### config.mk
export PLATFORM = sky130hd
export DESIGN_NAME = srl_loader
export DESIGN_NICKNAME = d
export VERILOG_FILES = /design/src/srl_pkg.sv /design/src/srl_sync_edge.sv /design/src/srl_loader.sv
export VERILOG_INCLUDE_DIRS = /design/src
export SDC_FILE = /design/constraint.sdc
export NUM_CORES = 1
export LEC_CHECK = 0
export CAP_MARGIN = 20
export CORE_AREA = 10 10 123 125
export CTS_BUF_LIST = sky130_fd_sc_hd__clkbuf_16
export DETAILED_ROUTE_END_ITERATION = 10
export DIE_AREA = 0 0 133 135
export DONT_BUFFER_PORTS = 1
export GPL_TIMING_DRIVEN = 0
export MAX_ROUTING_LAYER = met4
export PLACE_DENSITY = 0.76
export SYNTH_ARGS = -nofsm -noshare
export SYNTH_HDL_FRONTEND = slang
export SYNTH_SLANG_ARGS = --single-unit
### constraint.sdc
create_clock -name clk -period 1.7 [get_ports clk]
set_input_delay 0.255 -clock clk [delete_from_list [all_inputs] [get_ports clk]]
set_output_delay 0.255 -clock clk [all_outputs]
set_load 0.1 [all_outputs]
### src/srl_cfg.svh
/*
  Constants for the serial register loader: word layout, select codes,
  field positions and reset values.
  Assumes it is included by bare name from the loader's files.
*/
`ifndef SRL_CFG_SVH
`define SRL_CFG_SVH

// ----------------------------------------------------------------
// word and select code
// ----------------------------------------------------------------
`define SRL_WORD_W      32
`define SRL_WORD_RST    32'h0000_0000
`define SRL_CODE_HI     3
`define SRL_CODE_LO     0
`define SRL_CODE_LAST   4'h8
`define SRL_REG_ZERO    4'h0
`define SRL_REG_ONE     4'h1
`define SRL_REG_TWO     4'h2
`define SRL_REG_THREE   4'h3
`define SRL_REG_FOUR    4'h4
`define SRL_REG_SIX     4'h6

// ----------------------------------------------------------------
// field positions
// ----------------------------------------------------------------
`define SRL_INT_HI      19
`define SRL_INT_LO      4
`define SRL_PRESC_BIT   20
`define SRL_PRIMARY_NUMERATOR_HI    27
`define SRL_PRIMARY_NUMERATOR_LO    4
`define SRL_AUXILIARY_DENOMINATOR_HI     17
`define SRL_AUXILIARY_DENOMINATOR_LO     4
`define SRL_AUXILIARY_NUMERATOR_HI    17
`define SRL_AUXILIARY_NUMERATOR_LO    4
`define SRL_DBL_BIT     26
`define SRL_HALV_BIT    25
`define SRL_RCNT_HI     24
`define SRL_RCNT_LO     15
`define SRL_RSEL_BIT    14
`define SRL_CP_HI       13
`define SRL_CP_LO       10
`define SRL_MUTE_UNTIL_LOCKED_BIT    11
`define SRL_OUTEN_BIT   6
`define SRL_PWR_HI      5
`define SRL_PWR_LO      4

`endif

### src/srl_pkg.sv
/*
  Types shared by the serial register loader.
  Assumes srl_cfg.svh is available on the include path.
*/
package srl_pkg;
  typedef logic [31:0] srl_word_t;
  // output power steps, lowest tail current first
  typedef enum logic [1:0] {
    SRL_PWR_M4DBM,
    SRL_PWR_M1DBM,
    SRL_PWR_P2DBM,
    SRL_PWR_P5DBM
  } srl_power_e;
endpackage : srl_pkg

### src/srl_sync_edge.sv
/*
  Two-flop synchroniser with rising-edge detect, one lane per bit.
  Assumes inputs are asynchronous to clk; outputs are in the clk domain.
*/
`timescale 1ns/1ns
module srl_sync_edge
  import srl_pkg::*;
#(
  parameter int W = 4
) (
  // system
  input  wire logic         clk,
  input  wire logic         reset,
  // async inputs
  input  wire logic [W-1:0] async_in,
  // synchronised level and rising edge
  output logic      [W-1:0] level,
  output logic      [W-1:0] rise
);
  logic [W-1:0] meta_q;
  logic [W-1:0] meta_d;
  logic [W-1:0] sync_q;
  logic [W-1:0] sync_d;
  logic [W-1:0] prev_q;
  logic [W-1:0] prev_d;

  // meta stage feeds only the second flop
  always_comb begin
    meta_d = async_in;
    sync_d = meta_q;
    prev_d = sync_q;
  end

  always_ff @(posedge clk) begin
    if (reset) begin
      meta_q <= '0;
      sync_q <= '0;
      prev_q <= '0;
    end else begin
      meta_q <= meta_d;
      sync_q <= sync_d;
      prev_q <= prev_d;
    end
  end

  assign level = sync_q;
  assign rise  = sync_q & ~prev_q;
endmodule // srl_sync_edge

### src/srl_loader.sv
/*
  Serial register loader: 3-wire shift register, nine configuration
  latches, double-buffered settings and output-stage control.
  Assumes the 3-wire pins and the lock flag are asynchronous to clk and
  that the serial clock is much slower than clk.
*/
`timescale 1ns/1ns
`include "srl_cfg.svh"
module srl_loader
  import srl_pkg::*;
(
  // system
  input  wire logic        clk,
  input  wire logic        reset,
  // 3-wire pins
  input  wire logic        ser_clk,
  input  wire logic        ser_data,
  input  wire logic        load_strobe,
  // digital lock detector
  input  wire logic        lock_detect,
  // active feedback settings
  output logic      [15:0] integer_value_q,
  output logic             prescaler_select_q,
  output logic      [23:0] primary_numerator_q,
  output logic      [13:0] auxiliary_numerator_q,
  output logic      [13:0] auxiliary_denominator_q,
  // active reference and pump settings
  output logic             ref_doubler_q,
  output logic             reference_halver_q,
  output logic      [9:0]  ref_counter_q,
  output logic             ref_div_select_q,
  output logic      [3:0]  cp_current_q,
  // output stage
  output logic             out_enable_q,
  output srl_power_e       out_power_q,
  output logic             mute_until_locked_q,
  output logic             out_supply_on_q
);

  // ----------------------------------------------------------------
  // pin synchronisers
  // ----------------------------------------------------------------
  logic [3:0] pin_level;
  logic [3:0] pin_rise;
  logic       sclk_rise;
  logic       le_rise;
  logic       data_s;
  logic       lock_s;

  srl_sync_edge #(.W(4)) u_sync (
    .clk      (clk),
    .reset    (reset),
    .async_in ({lock_detect, load_strobe, ser_data, ser_clk}),
    .level    (pin_level),
    .rise     (pin_rise)
  );

  // data shares the clock's sync delay, so it lines up with the edge
  assign sclk_rise = pin_rise[0];
  assign data_s    = pin_level[1];
  assign le_rise   = pin_rise[2];
  assign lock_s    = pin_level[3];

  function automatic logic code_ok(input logic [3:0] code);
    code_ok = (code <= `SRL_CODE_LAST);
  endfunction

  // ----------------------------------------------------------------
  // shift register and latches
  // ----------------------------------------------------------------
  srl_word_t  shift_q;
  srl_word_t  shift_d;
  srl_word_t  latch_q [0:8];
  srl_word_t  latch_d [0:8];
  logic [3:0] code;
  logic       load_zero;

  assign code      = shift_q[`SRL_CODE_HI:`SRL_CODE_LO];
  assign load_zero = le_rise && (code == `SRL_REG_ZERO);

  always_comb begin
    shift_d = shift_q;
    latch_d = latch_q;
    if (sclk_rise) begin
      shift_d = {shift_q[`SRL_WORD_W-2:0], data_s};
    end
    // out-of-range codes fall through untouched
    if (le_rise && code_ok(code)) begin
      latch_d[code] = shift_q;
    end
  end

  always_ff @(posedge clk) begin
    if (reset) begin
      shift_q <= `SRL_WORD_RST;
      for (int i = 0; i <= `SRL_CODE_LAST; i++) begin
        latch_q[i] <= `SRL_WORD_RST;
      end
    end else begin
      shift_q <= shift_d;
      latch_q <= latch_d;
    end
  end

  // ----------------------------------------------------------------
  // active copies
  // ----------------------------------------------------------------
  logic [15:0] integer_value_d;
  logic        prescaler_select_d;
  logic [23:0] primary_numerator_d;
  logic [13:0] auxiliary_numerator_d;
  logic [13:0] auxiliary_denominator_d;
  logic        ref_doubler_d;
  logic        reference_halver_d;
  logic [9:0]  ref_counter_d;
  logic        ref_div_select_d;
  logic [3:0]  cp_current_d;

  // pending values live in latches one to four until register zero lands
  always_comb begin
    integer_value_d         = integer_value_q;
    prescaler_select_d      = prescaler_select_q;
    primary_numerator_d     = primary_numerator_q;
    auxiliary_numerator_d   = auxiliary_numerator_q;
    auxiliary_denominator_d = auxiliary_denominator_q;
    ref_doubler_d           = ref_doubler_q;
    reference_halver_d      = reference_halver_q;
    ref_counter_d           = ref_counter_q;
    ref_div_select_d        = ref_div_select_q;
    cp_current_d            = cp_current_q;
    if (load_zero) begin
      integer_value_d         = shift_q[`SRL_INT_HI:`SRL_INT_LO];
      prescaler_select_d      = shift_q[`SRL_PRESC_BIT];
      primary_numerator_d     = latch_q[`SRL_REG_ONE][`SRL_PRIMARY_NUMERATOR_HI:`SRL_PRIMARY_NUMERATOR_LO];
      auxiliary_denominator_d = latch_q[`SRL_REG_TWO][`SRL_AUXILIARY_DENOMINATOR_HI:`SRL_AUXILIARY_DENOMINATOR_LO];
      auxiliary_numerator_d   = latch_q[`SRL_REG_THREE][`SRL_AUXILIARY_NUMERATOR_HI:`SRL_AUXILIARY_NUMERATOR_LO];
      ref_doubler_d           = latch_q[`SRL_REG_FOUR][`SRL_DBL_BIT];
      reference_halver_d      = latch_q[`SRL_REG_FOUR][`SRL_HALV_BIT];
      ref_counter_d           = latch_q[`SRL_REG_FOUR][`SRL_RCNT_HI:`SRL_RCNT_LO];
      ref_div_select_d        = latch_q[`SRL_REG_FOUR][`SRL_RSEL_BIT];
      cp_current_d            = latch_q[`SRL_REG_FOUR][`SRL_CP_HI:`SRL_CP_LO];
    end
  end

  always_ff @(posedge clk) begin
    if (reset) begin
      integer_value_q         <= '0;
      prescaler_select_q      <= 1'b0;
      primary_numerator_q     <= '0;
      auxiliary_numerator_q   <= '0;
      auxiliary_denominator_q <= '0;
      ref_doubler_q           <= 1'b0;
      reference_halver_q      <= 1'b0;
      ref_counter_q           <= '0;
      ref_div_select_q        <= 1'b0;
      cp_current_q            <= '0;
    end else begin
      integer_value_q         <= integer_value_d;
      prescaler_select_q      <= prescaler_select_d;
      primary_numerator_q     <= primary_numerator_d;
      auxiliary_numerator_q   <= auxiliary_numerator_d;
      auxiliary_denominator_q <= auxiliary_denominator_d;
      ref_doubler_q           <= ref_doubler_d;
      reference_halver_q      <= reference_halver_d;
      ref_counter_q           <= ref_counter_d;
      ref_div_select_q        <= ref_div_select_d;
      cp_current_q            <= cp_current_d;
    end
  end

  // ----------------------------------------------------------------
  // output stage
  // ----------------------------------------------------------------
  logic       out_enable_d;
  srl_power_e out_power_d;
  logic       mute_until_locked_d;
  logic       out_supply_on_d;

  // register six acts at once; supply follows one cycle behind the bits
  always_comb begin
    out_enable_d        = latch_q[`SRL_REG_SIX][`SRL_OUTEN_BIT];
    out_power_d         = srl_power_e'(latch_q[`SRL_REG_SIX][`SRL_PWR_HI:`SRL_PWR_LO]);
    mute_until_locked_d = latch_q[`SRL_REG_SIX][`SRL_MUTE_UNTIL_LOCKED_BIT];
    out_supply_on_d     = out_enable_q && (!mute_until_locked_q || lock_s);
  end

  always_ff @(posedge clk) begin
    if (reset) begin
      out_enable_q        <= 1'b0;
      out_power_q         <= SRL_PWR_M4DBM;
      mute_until_locked_q <= 1'b0;
      out_supply_on_q     <= 1'b0;
    end else begin
      out_enable_q        <= out_enable_d;
      out_power_q         <= out_power_d;
      mute_until_locked_q <= mute_until_locked_d;
      out_supply_on_q     <= out_supply_on_d;
    end
  end

  // ----------------------------------------------------------------
  // assertions
  // ----------------------------------------------------------------
  property p_shift_in;
    @(posedge clk) disable iff (reset)
      sclk_rise |=> shift_q == {$past(shift_q[`SRL_WORD_W-2:0]), $past(data_s)};
  endproperty
  a_shift_in: assert property (p_shift_in) else $error("shift missed a bit");

  property p_latch_copy;
    @(posedge clk) disable iff (reset)
      (le_rise && code == `SRL_REG_SIX) |=> latch_q[`SRL_REG_SIX] == $past(shift_q);
  endproperty
  a_latch_copy: assert property (p_latch_copy) else $error("latch six not loaded");

  property p_one_latch;
    @(posedge clk) disable iff (reset)
      (le_rise && code == `SRL_REG_ONE)
        |=> latch_q[`SRL_REG_ONE] == $past(shift_q)
          && $stable(latch_q[`SRL_REG_TWO]) && $stable(latch_q[`SRL_REG_ZERO]);
  endproperty
  a_one_latch: assert property (p_one_latch) else $error("wrong latch selected");

  property p_pending_held;
    @(posedge clk) disable iff (reset)
      (le_rise && code == `SRL_REG_ONE) |=> $stable(primary_numerator_q);
  endproperty
  a_pending_held: assert property (p_pending_held) else $error("pending value applied early");

  property p_zero_applies;
    @(posedge clk) disable iff (reset)
      load_zero |=>
        primary_numerator_q == $past(latch_q[`SRL_REG_ONE][`SRL_PRIMARY_NUMERATOR_HI:`SRL_PRIMARY_NUMERATOR_LO])
        && auxiliary_denominator_q == $past(latch_q[`SRL_REG_TWO][`SRL_AUXILIARY_DENOMINATOR_HI:`SRL_AUXILIARY_DENOMINATOR_LO])
        && cp_current_q == $past(latch_q[`SRL_REG_FOUR][`SRL_CP_HI:`SRL_CP_LO]);
  endproperty
  a_zero_applies: assert property (p_zero_applies) else $error("register zero did not apply");

  property p_out_enable;
    @(posedge clk) disable iff (reset)
      (le_rise && code == `SRL_REG_SIX)
        |-> ##2 out_enable_q == $past(shift_q[`SRL_OUTEN_BIT], 2);
  endproperty
  a_out_enable: assert property (p_out_enable) else $error("output enable wrong");

  property p_out_power;
    @(posedge clk) disable iff (reset)
      (le_rise && code == `SRL_REG_SIX)
        |-> ##2 out_power_q == $past(shift_q[`SRL_PWR_HI:`SRL_PWR_LO], 2);
  endproperty
  a_out_power: assert property (p_out_power) else $error("output power wrong");

  property p_mute;
    @(posedge clk) disable iff (reset)
      (mute_until_locked_q && !lock_s) |=> !out_supply_on_q;
  endproperty
  a_mute: assert property (p_mute) else $error("supply on before lock");

  property p_bad_code;
    @(posedge clk) disable iff (reset)
      (le_rise && !code_ok(code) && !sclk_rise)
        |=> $stable(latch_q[`SRL_REG_ZERO]) && $stable(latch_q[`SRL_CODE_LAST])
          && $stable(shift_q);
  endproperty
  a_bad_code: assert property (p_bad_code) else $error("illegal code changed state");

endmodule // srl_loader

==> results of run 1 <==
==> layer usage <==
metal / global-route usage [%] / vias up / wire length (µm)
li1: - / 2366 / -
met1: 23.0 / 2380 / 7520
met2: 34.1 / 100 / 8810
met3: 4.86 / 21 / 1050
met4: 4.46 / 0 / 206
met5: - / - / 0
==> power breakdown <==
part	internal (W)	total [W]	leakage, nW	switching, W
Combinational	0.000136	0.000290	1.69	0.000154
Clock	0.00223	0.00398	0.304	0.00175
Sequential	0.00474	0.00475	1.67	0.00000481
==> per-stage QoR <==
step                instances    TNS [ns]  hold slack [ns]  setup WS (ns)
global route              917  -0.0000810            0.347     -0.0000810
detailed placement        878     -0.0264            0.394        -0.0111
floorplan                 706           0            0.383          0.263
CTS                       917           0            0.295        0.00370
finish                    917           0            0.305         0.0240
global placement          878           0            0.385        0.00456
==> tightest hold or removal path, stage by stage <==
cell and delay, ns:
clkbuf_1 0.18, nand2b_1 0.19, mux2i_1 0.11
==> state kept, by name (all words and copies together) (netlist names) <==
| register | count |
|---|---|
| latch_q | 73 |
| ref_div_select_q | 1 |
| out_supply_on_q | 1 |
| cp_current_q | 4 |
| auxiliary_denominator_q | 14 |
| integer_value_q | 16 |
| u_sync.level | 4 |
| u_sync.meta_q | 4 |
| ref_doubler_q | 1 |
| auxiliary_numerator_q | 14 |
| out_enable_q | 1 |
| u_sync.prev_q | 2 |
| shift_q | 28 |
| out_power_q | 2 |
| reference_halver_q | 1 |
| prescaler_select_q | 1 |
| mute_until_locked_q | 1 |
| primary_numerator_q | 24 |
| ref_counter_q | 10 |
==> layout make-up <==
cell class	count	area, µm²	share of cell area, %
flip-flops and latches	202	4160	48.5
multi-input cells	455	3310	38.7
clock buffers	21	526	6.14
well taps	172	215	2.51
plain buffers	44	211	2.47
clock inverters	14	65.1	0.760
repair buffers	5	60.1	0.702
inverters	4	15.0	0.175
==> final timing paths <==
kind                            cells past startpoint              from                      end  slack [ns]
worst min register to register                      1  u_sync.meta_q[3]          u_sync.level[3]        0.44
worst max-delay path                                0   out_supply_on_q          out_supply_on_q        0.02
worst max register to register                      4        shift_q[3]             latch_q[164]        0.10
worst min-delay path                                3             reset  primary_numerator_q[15]        0.30
==> what timing repair did <==
item,CTS,global route
hold buffers,4,0
pin swaps,0,1
cloned,0,0
endpoints found under the setup margin,91,66
gates resized for setup,89,7
endpoints found under the hold margin,4,0
setup buffers,0,1
==> logic make-up after synthesis <==
kind of cell	Yosys count	synth area share [%]
AO/OA/AOI/OAI	28	1.85
buffers and inverters	49	2.99
flip-flops	202	53.4
multiplexers	159	21.0
AND/OR/NAND/NOR	268	20.7
==> cells in the final DEF (no fill, tap or decap), drive strengths merged <==
master / n
dfxtp: 202
nand2b: 184
mux2i: 159
nand2: 60
clkbuf: 50
a21oi: 28
buf: 16
nor2b: 13
inv: 9
clkinv: 8
dlygate4sd3: 4
and2: 3
nor4b: 2
nand3: 1
nand3b: 1
nor3b: 1
and3b: 1
nor2: 1
and4bb: 1
clkinvlp: 1
==> qor.csv, run 1 <==
metric,value,unit
maxSlewViolCount,0,
post-synth-top-area-fraction,53.4,%
detail_route.vias_per_cell,5.31,
average_wire_per_cell_in_the_routed_design,19.2,µm
routabilityCongestion,0.860,
fillers,980,
synthTopCellsByArea,"dfxtp_1 (53%), mux2i_1 (21%), nand2b_1 (15%)",
layout.cell_area.non_filler,8560,µm²
final_nets,738,
finalSetupViolations,0,
yosysWarningCount,0,
critPathRequiredTime,1.44,ns
grt_max_degree,15,
clockRootBuffer,clkbuf_16,
port-buffer-count,0,
number_of_antenna_violations_at_the_first_check_in_global_routing,0,
worst_setup_path_end_kind,output port,
final_util,68.1,%
vias,4867,
global_route.usage.total,19.8,%
min_period,1.68,ns
drt_first_pass_iters,4,
via_count_of_the_first_global_routing_pass,5114,
path_class,reg2out,
crit_path_start_kind,register,
post_synth_most_frequent_cells,"dfxtp_1 (202), nand2b_1 (184), mux2i_1 (159), nand2_1 (60)",
synth_cells,706,
drv.max_cap_violation_count,0,
route.antenna.remaining_nets,0,
drt-total-wl,17.6,mm
cts_inserted_buffers,20,
biggest_fanout_along_the_worst_timing_path,1,
cts.reportedPaths.clkPinSlew,0.06,ns
pwr_density_cell,1050,nW/µm²
post_route_cells_drive_above_1_share,18.5,%
dp_hpwl,12.5,mm
initial_core_util,60.2,%
synthesis.area_per_instance,10.7,µm²
p_leak,3.67,nW
initialDrtViolationCount,244,
worstHoldPathType,in2reg,
ios,97,
rsz0062_at_grt,true,
cell_area_placed,7790,µm²
synth_async_reset_ratio,0,%
dieWidth,133,µm
worst_relative_slew_slack,37.3,%
finClkSkew,0.0134,ns
synthMostInstantiatedCell,dfxtp_1,
cts.path.max_buffers,3,
grt_pass1_wl,28.0,mm
fp.coreArea,12600,µm²
total_power,0.00902,W
antenna_diode_count,0,
die_height,135,µm
yosys_most_used_dff,dfxtp_1,
h-tree-depth,1,
max_clock_freq,597,MHz
clk-insertion-delay-late,0.48,ns
cts.sink_count,202,
cts_tree,yes,
worstPathArrival,1.42,ns
syn_area,7570,µm²
synth.ff_latch_count,202,
core.rowCount,41,
netlist-cell-type-count,21,
final.period_utilization,98.6,%
grt_overflow_total,0,
die-area,18000,µm²
final_hold_fails,0,
worstMarginPinSlew,0.939,ns
postSynthNetCount,712,
seq_area_frac_synth,53.4,%
post_synth_edffs,0,
irDropWorstVdd,0.000683,V
run_status,"complete, no violations",
synth_top_cell_by_area,dfxtp_1,
drc,0,
area_growth,13.1,%
Power figures use the tool's default switching activity.
==> run 2, diff against run 1 <==
Settings changed: CORE_AREA 10 10 123 125 to 10 10 111 138, DIE_AREA 0 0 133 135 to 0 0 121 148.
==> qor.csv, run 2 (synthesis gave the netlist of run 1 again) <==
metric,value,unit,change
dr_wl_met2,8.66,mm,was 8.81 mm
grt_overflow_total,0,,unchanged
worstPathArrival,1.96,ns,was 1.42 ns
layout.cell_area.non_filler,8530,µm²,was 8560 µm²
regMostFlops,latch_q,,unchanged
drt_first_pass_iters,4,,unchanged
via_count_of_the_first_global_routing_pass,4936,,was 5114
maxUsedRoutingLayer,met4,,unchanged
biggest_fanout_along_the_worst_timing_path,10,,was 1
dieWidth,121,µm,was 133 µm
die_height,148,µm,was 135 µm
worst-r2r-setup-slack,0.08,ns,was 0.10 ns
cts_tree,yes,,unchanged
post_route_cells_drive_above_1_share,18.8,%,was 18.5%
critPathRequiredTime,2.04,ns,was 1.44 ns
cpLargestDelayFamily,buffers and inverters,,
worstSetupStartpoint,shift_q[0],,was out_supply_on_q
clk-insertion-delay-late,0.49,ns,was 0.48 ns
path_class,reg2reg,,was reg2out
clockRootBuffer,clkbuf_16,,unchanged
regToRegEndpoint,integer_value_q[12],,was latch_q[164]
finalSetupViolations,0,,unchanged
worstMarginPinSlew,0.572,ns,was 0.939 ns
fillers,936,,was 980
routabilityCongestion,0.864,,was 0.860
ios,97,,unchanged
dp_hpwl,12.4,mm,was 12.5 mm
hold-worst-slack,0.288,ns,was 0.305 ns
number_of_antenna_violations_at_the_first_check_in_global_routing,0,,unchanged
fp.coreArea,12600,µm²,about the same
area_growth,12.7,%,was 13.1%
met3WireLength,1.11,mm,was 1.05 mm
final.period_utilization,95.4,%,was 98.6%
critical_path_buf_inv_count,4,,
irDropWorstVdd,0.000726,V,was 0.000683 V
cts.reportedPaths.clkPinSlew,0.06,ns,about the same
min_period,1.62,ns,was 1.68 ns
pwr_density_cell,1050,nW/µm²,about the same
path_depth,7,,was 0
run_status,"complete, no violations",,unchanged
cell_area_placed,7780,µm²,was 7790 µm²
port-buffer-count,0,,unchanged
crit_path_start_kind,register,,unchanged
rr_worst_depth,7,,was 4
worst_setup_path_end_kind,register,,was output port
cts_inserted_buffers,19,,was 20
worst_r2r_startpoint,shift_q[0],,was shift_q[3]
critical-path-slowest-cell,dfxtp_1,,
maxSlewViolCount,0,,unchanged
cp_cell_sequence,buf_2 > nor4b_4 > buf_4 > nand2_2 > buf_6 > buf_6 > mux2i_1,,
p_leak,3.66,nW,was 3.67 nW
route.antenna.remaining_nets,0,,unchanged
finClkSkew,0.0128,ns,was 0.0134 ns
cpMostUsedCell,buf_6,,
final_hold_fails,0,,unchanged
max_clock_freq,617,MHz,was 597 MHz
drv.max_cap_violation_count,0,,unchanged
drc,0,,unchanged
multi_input_comb_area,3310,µm²,unchanged
largest_registers,"latch_q x73, shift_q x28, primary_numerator_q x24",,unchanged
crit_path_max_incr_delay,0.29,ns,
die-area,17900,µm²,was 18000 µm²
vias,4871,,was 4867
grt_pass1_wl,27.5,mm,was 28.0 mm
global_route.usage.total,19.6,%,was 19.8%
antenna_diode_count,0,,unchanged
cts.sink_count,202,,unchanged
crit_end,integer_value_q[12],,was out_supply_on_q
mostFrequentLayoutCells,"nand2b_1 (184), mux2i_1 (159), dfxtp_1 (110)",,"was nand2b_1 (184), mux2i_1 (159), dfxtp_1 (113)"
worst_relative_slew_slack,61.9,%,was 37.3%
h-tree-depth,1,,unchanged
layout_commonest_cell,nand2b_1,,unchanged
detail_route.vias_per_cell,5.34,,was 5.31
core.rowCount,46,,was 41
drt-total-wl,17.3,mm,was 17.6 mm
cts.path.max_buffers,3,,unchanged
average_wire_per_cell_in_the_routed_design,19.0,µm,was 19.2 µm
worstHoldPathType,in2reg,,unchanged
final_nets,738,,unchanged
grt_max_degree,16,,was 15
area_occupied_by_registers,4160,µm²,about the same
number_of_flip_flops_in_the_largest_register,73,,unchanged
initial_core_util,60.1,%,was 60.2%
initialDrtViolationCount,253,,was 244
met1Wirelength,7.14,mm,was 7.52 mm
==> run 2: cell count changes in the layout (fill, tap and decap cells not counted), sizes merged <==
cell,previous run,this run
clkinv,8,7
buf,16,17
clkbuf,50,48
inv,9,10
bufinv,0,1
clkinvlp,1,0
==> run 2: per-stage QoR <==
step                util [%]  setup slack (ns)  setup TNS (ns)  cells  power (W)
floorplan                  -             0.263               0    706    0.00506
CTS                     67.4           0.00148               0    911    0.00900
global route            67.7          -0.00996         -0.0181    912    0.00921
detailed placement      61.7           0.00192               0    874    0.00513
finish                  67.7            0.0783               0    912    0.00895
global placement        61.7            0.0430               0    874    0.00512
==> run 2: layer usage <==
metal	GRT usage, %	vias to the layer above
met5	-	-
met4	6.59	0
met3	4.88	36
met2	32.4	117
met1	22.6	2352
li1	-	2366
==> run 2: worst min-delay path by stage <==
stage	start	endpoint	depth (start not counted)
6_report	reset	primary_numerator_q[16]	3
5_1_grt	reset	out_enable_q	3
4_1_cts	reset	primary_numerator_q[16]	3
3_5_place_dp	lock_detect	u_sync.meta_q[3]	1
3_3_place_gp	lock_detect	u_sync.meta_q[3]	1
2_1_floorplan	ser_clk	u_sync.meta_q[0]	1
==> run 2: what timing repair did <==
action                     4_1_cts  5_1_grt
setup buffers                    0        1
setup endpoints to repair       89       66
resized for setup               89       12
hold buffers                     4        0
hold endpoints to repair         4        0
pin swaps                        0        1
==> run 2: layout make-up <==
cell class | instances | area share (%)
Inverter | 4 | 0.176
Multi-Input combinational cell | 455 | 38.8
Timing Repair Buffer | 5 | 0.557
Sequential cell | 202 | 48.7
Tap cell | 168 | 2.46
Clock inverter | 14 | 1.06
Buffer | 45 | 2.61
Clock buffer | 19 | 5.57
==> run 2: worst reg2reg max path: stages (launching register included) <==
cell and delay [ns]:
dfxtp_1 0.29, buf_2 0.16, nor4b_4 0.24, buf_4 0.17, nand2_2 0.11, buf_6 0.21, buf_6 0.18, mux2i_1 0.13
==> run 2: report_power, final <==
part / switching, W / internal, W
clock: 0.00173 / 0.00219
sequential: 0.00000424 / 0.00474
combinational: 0.000153 / 0.000134
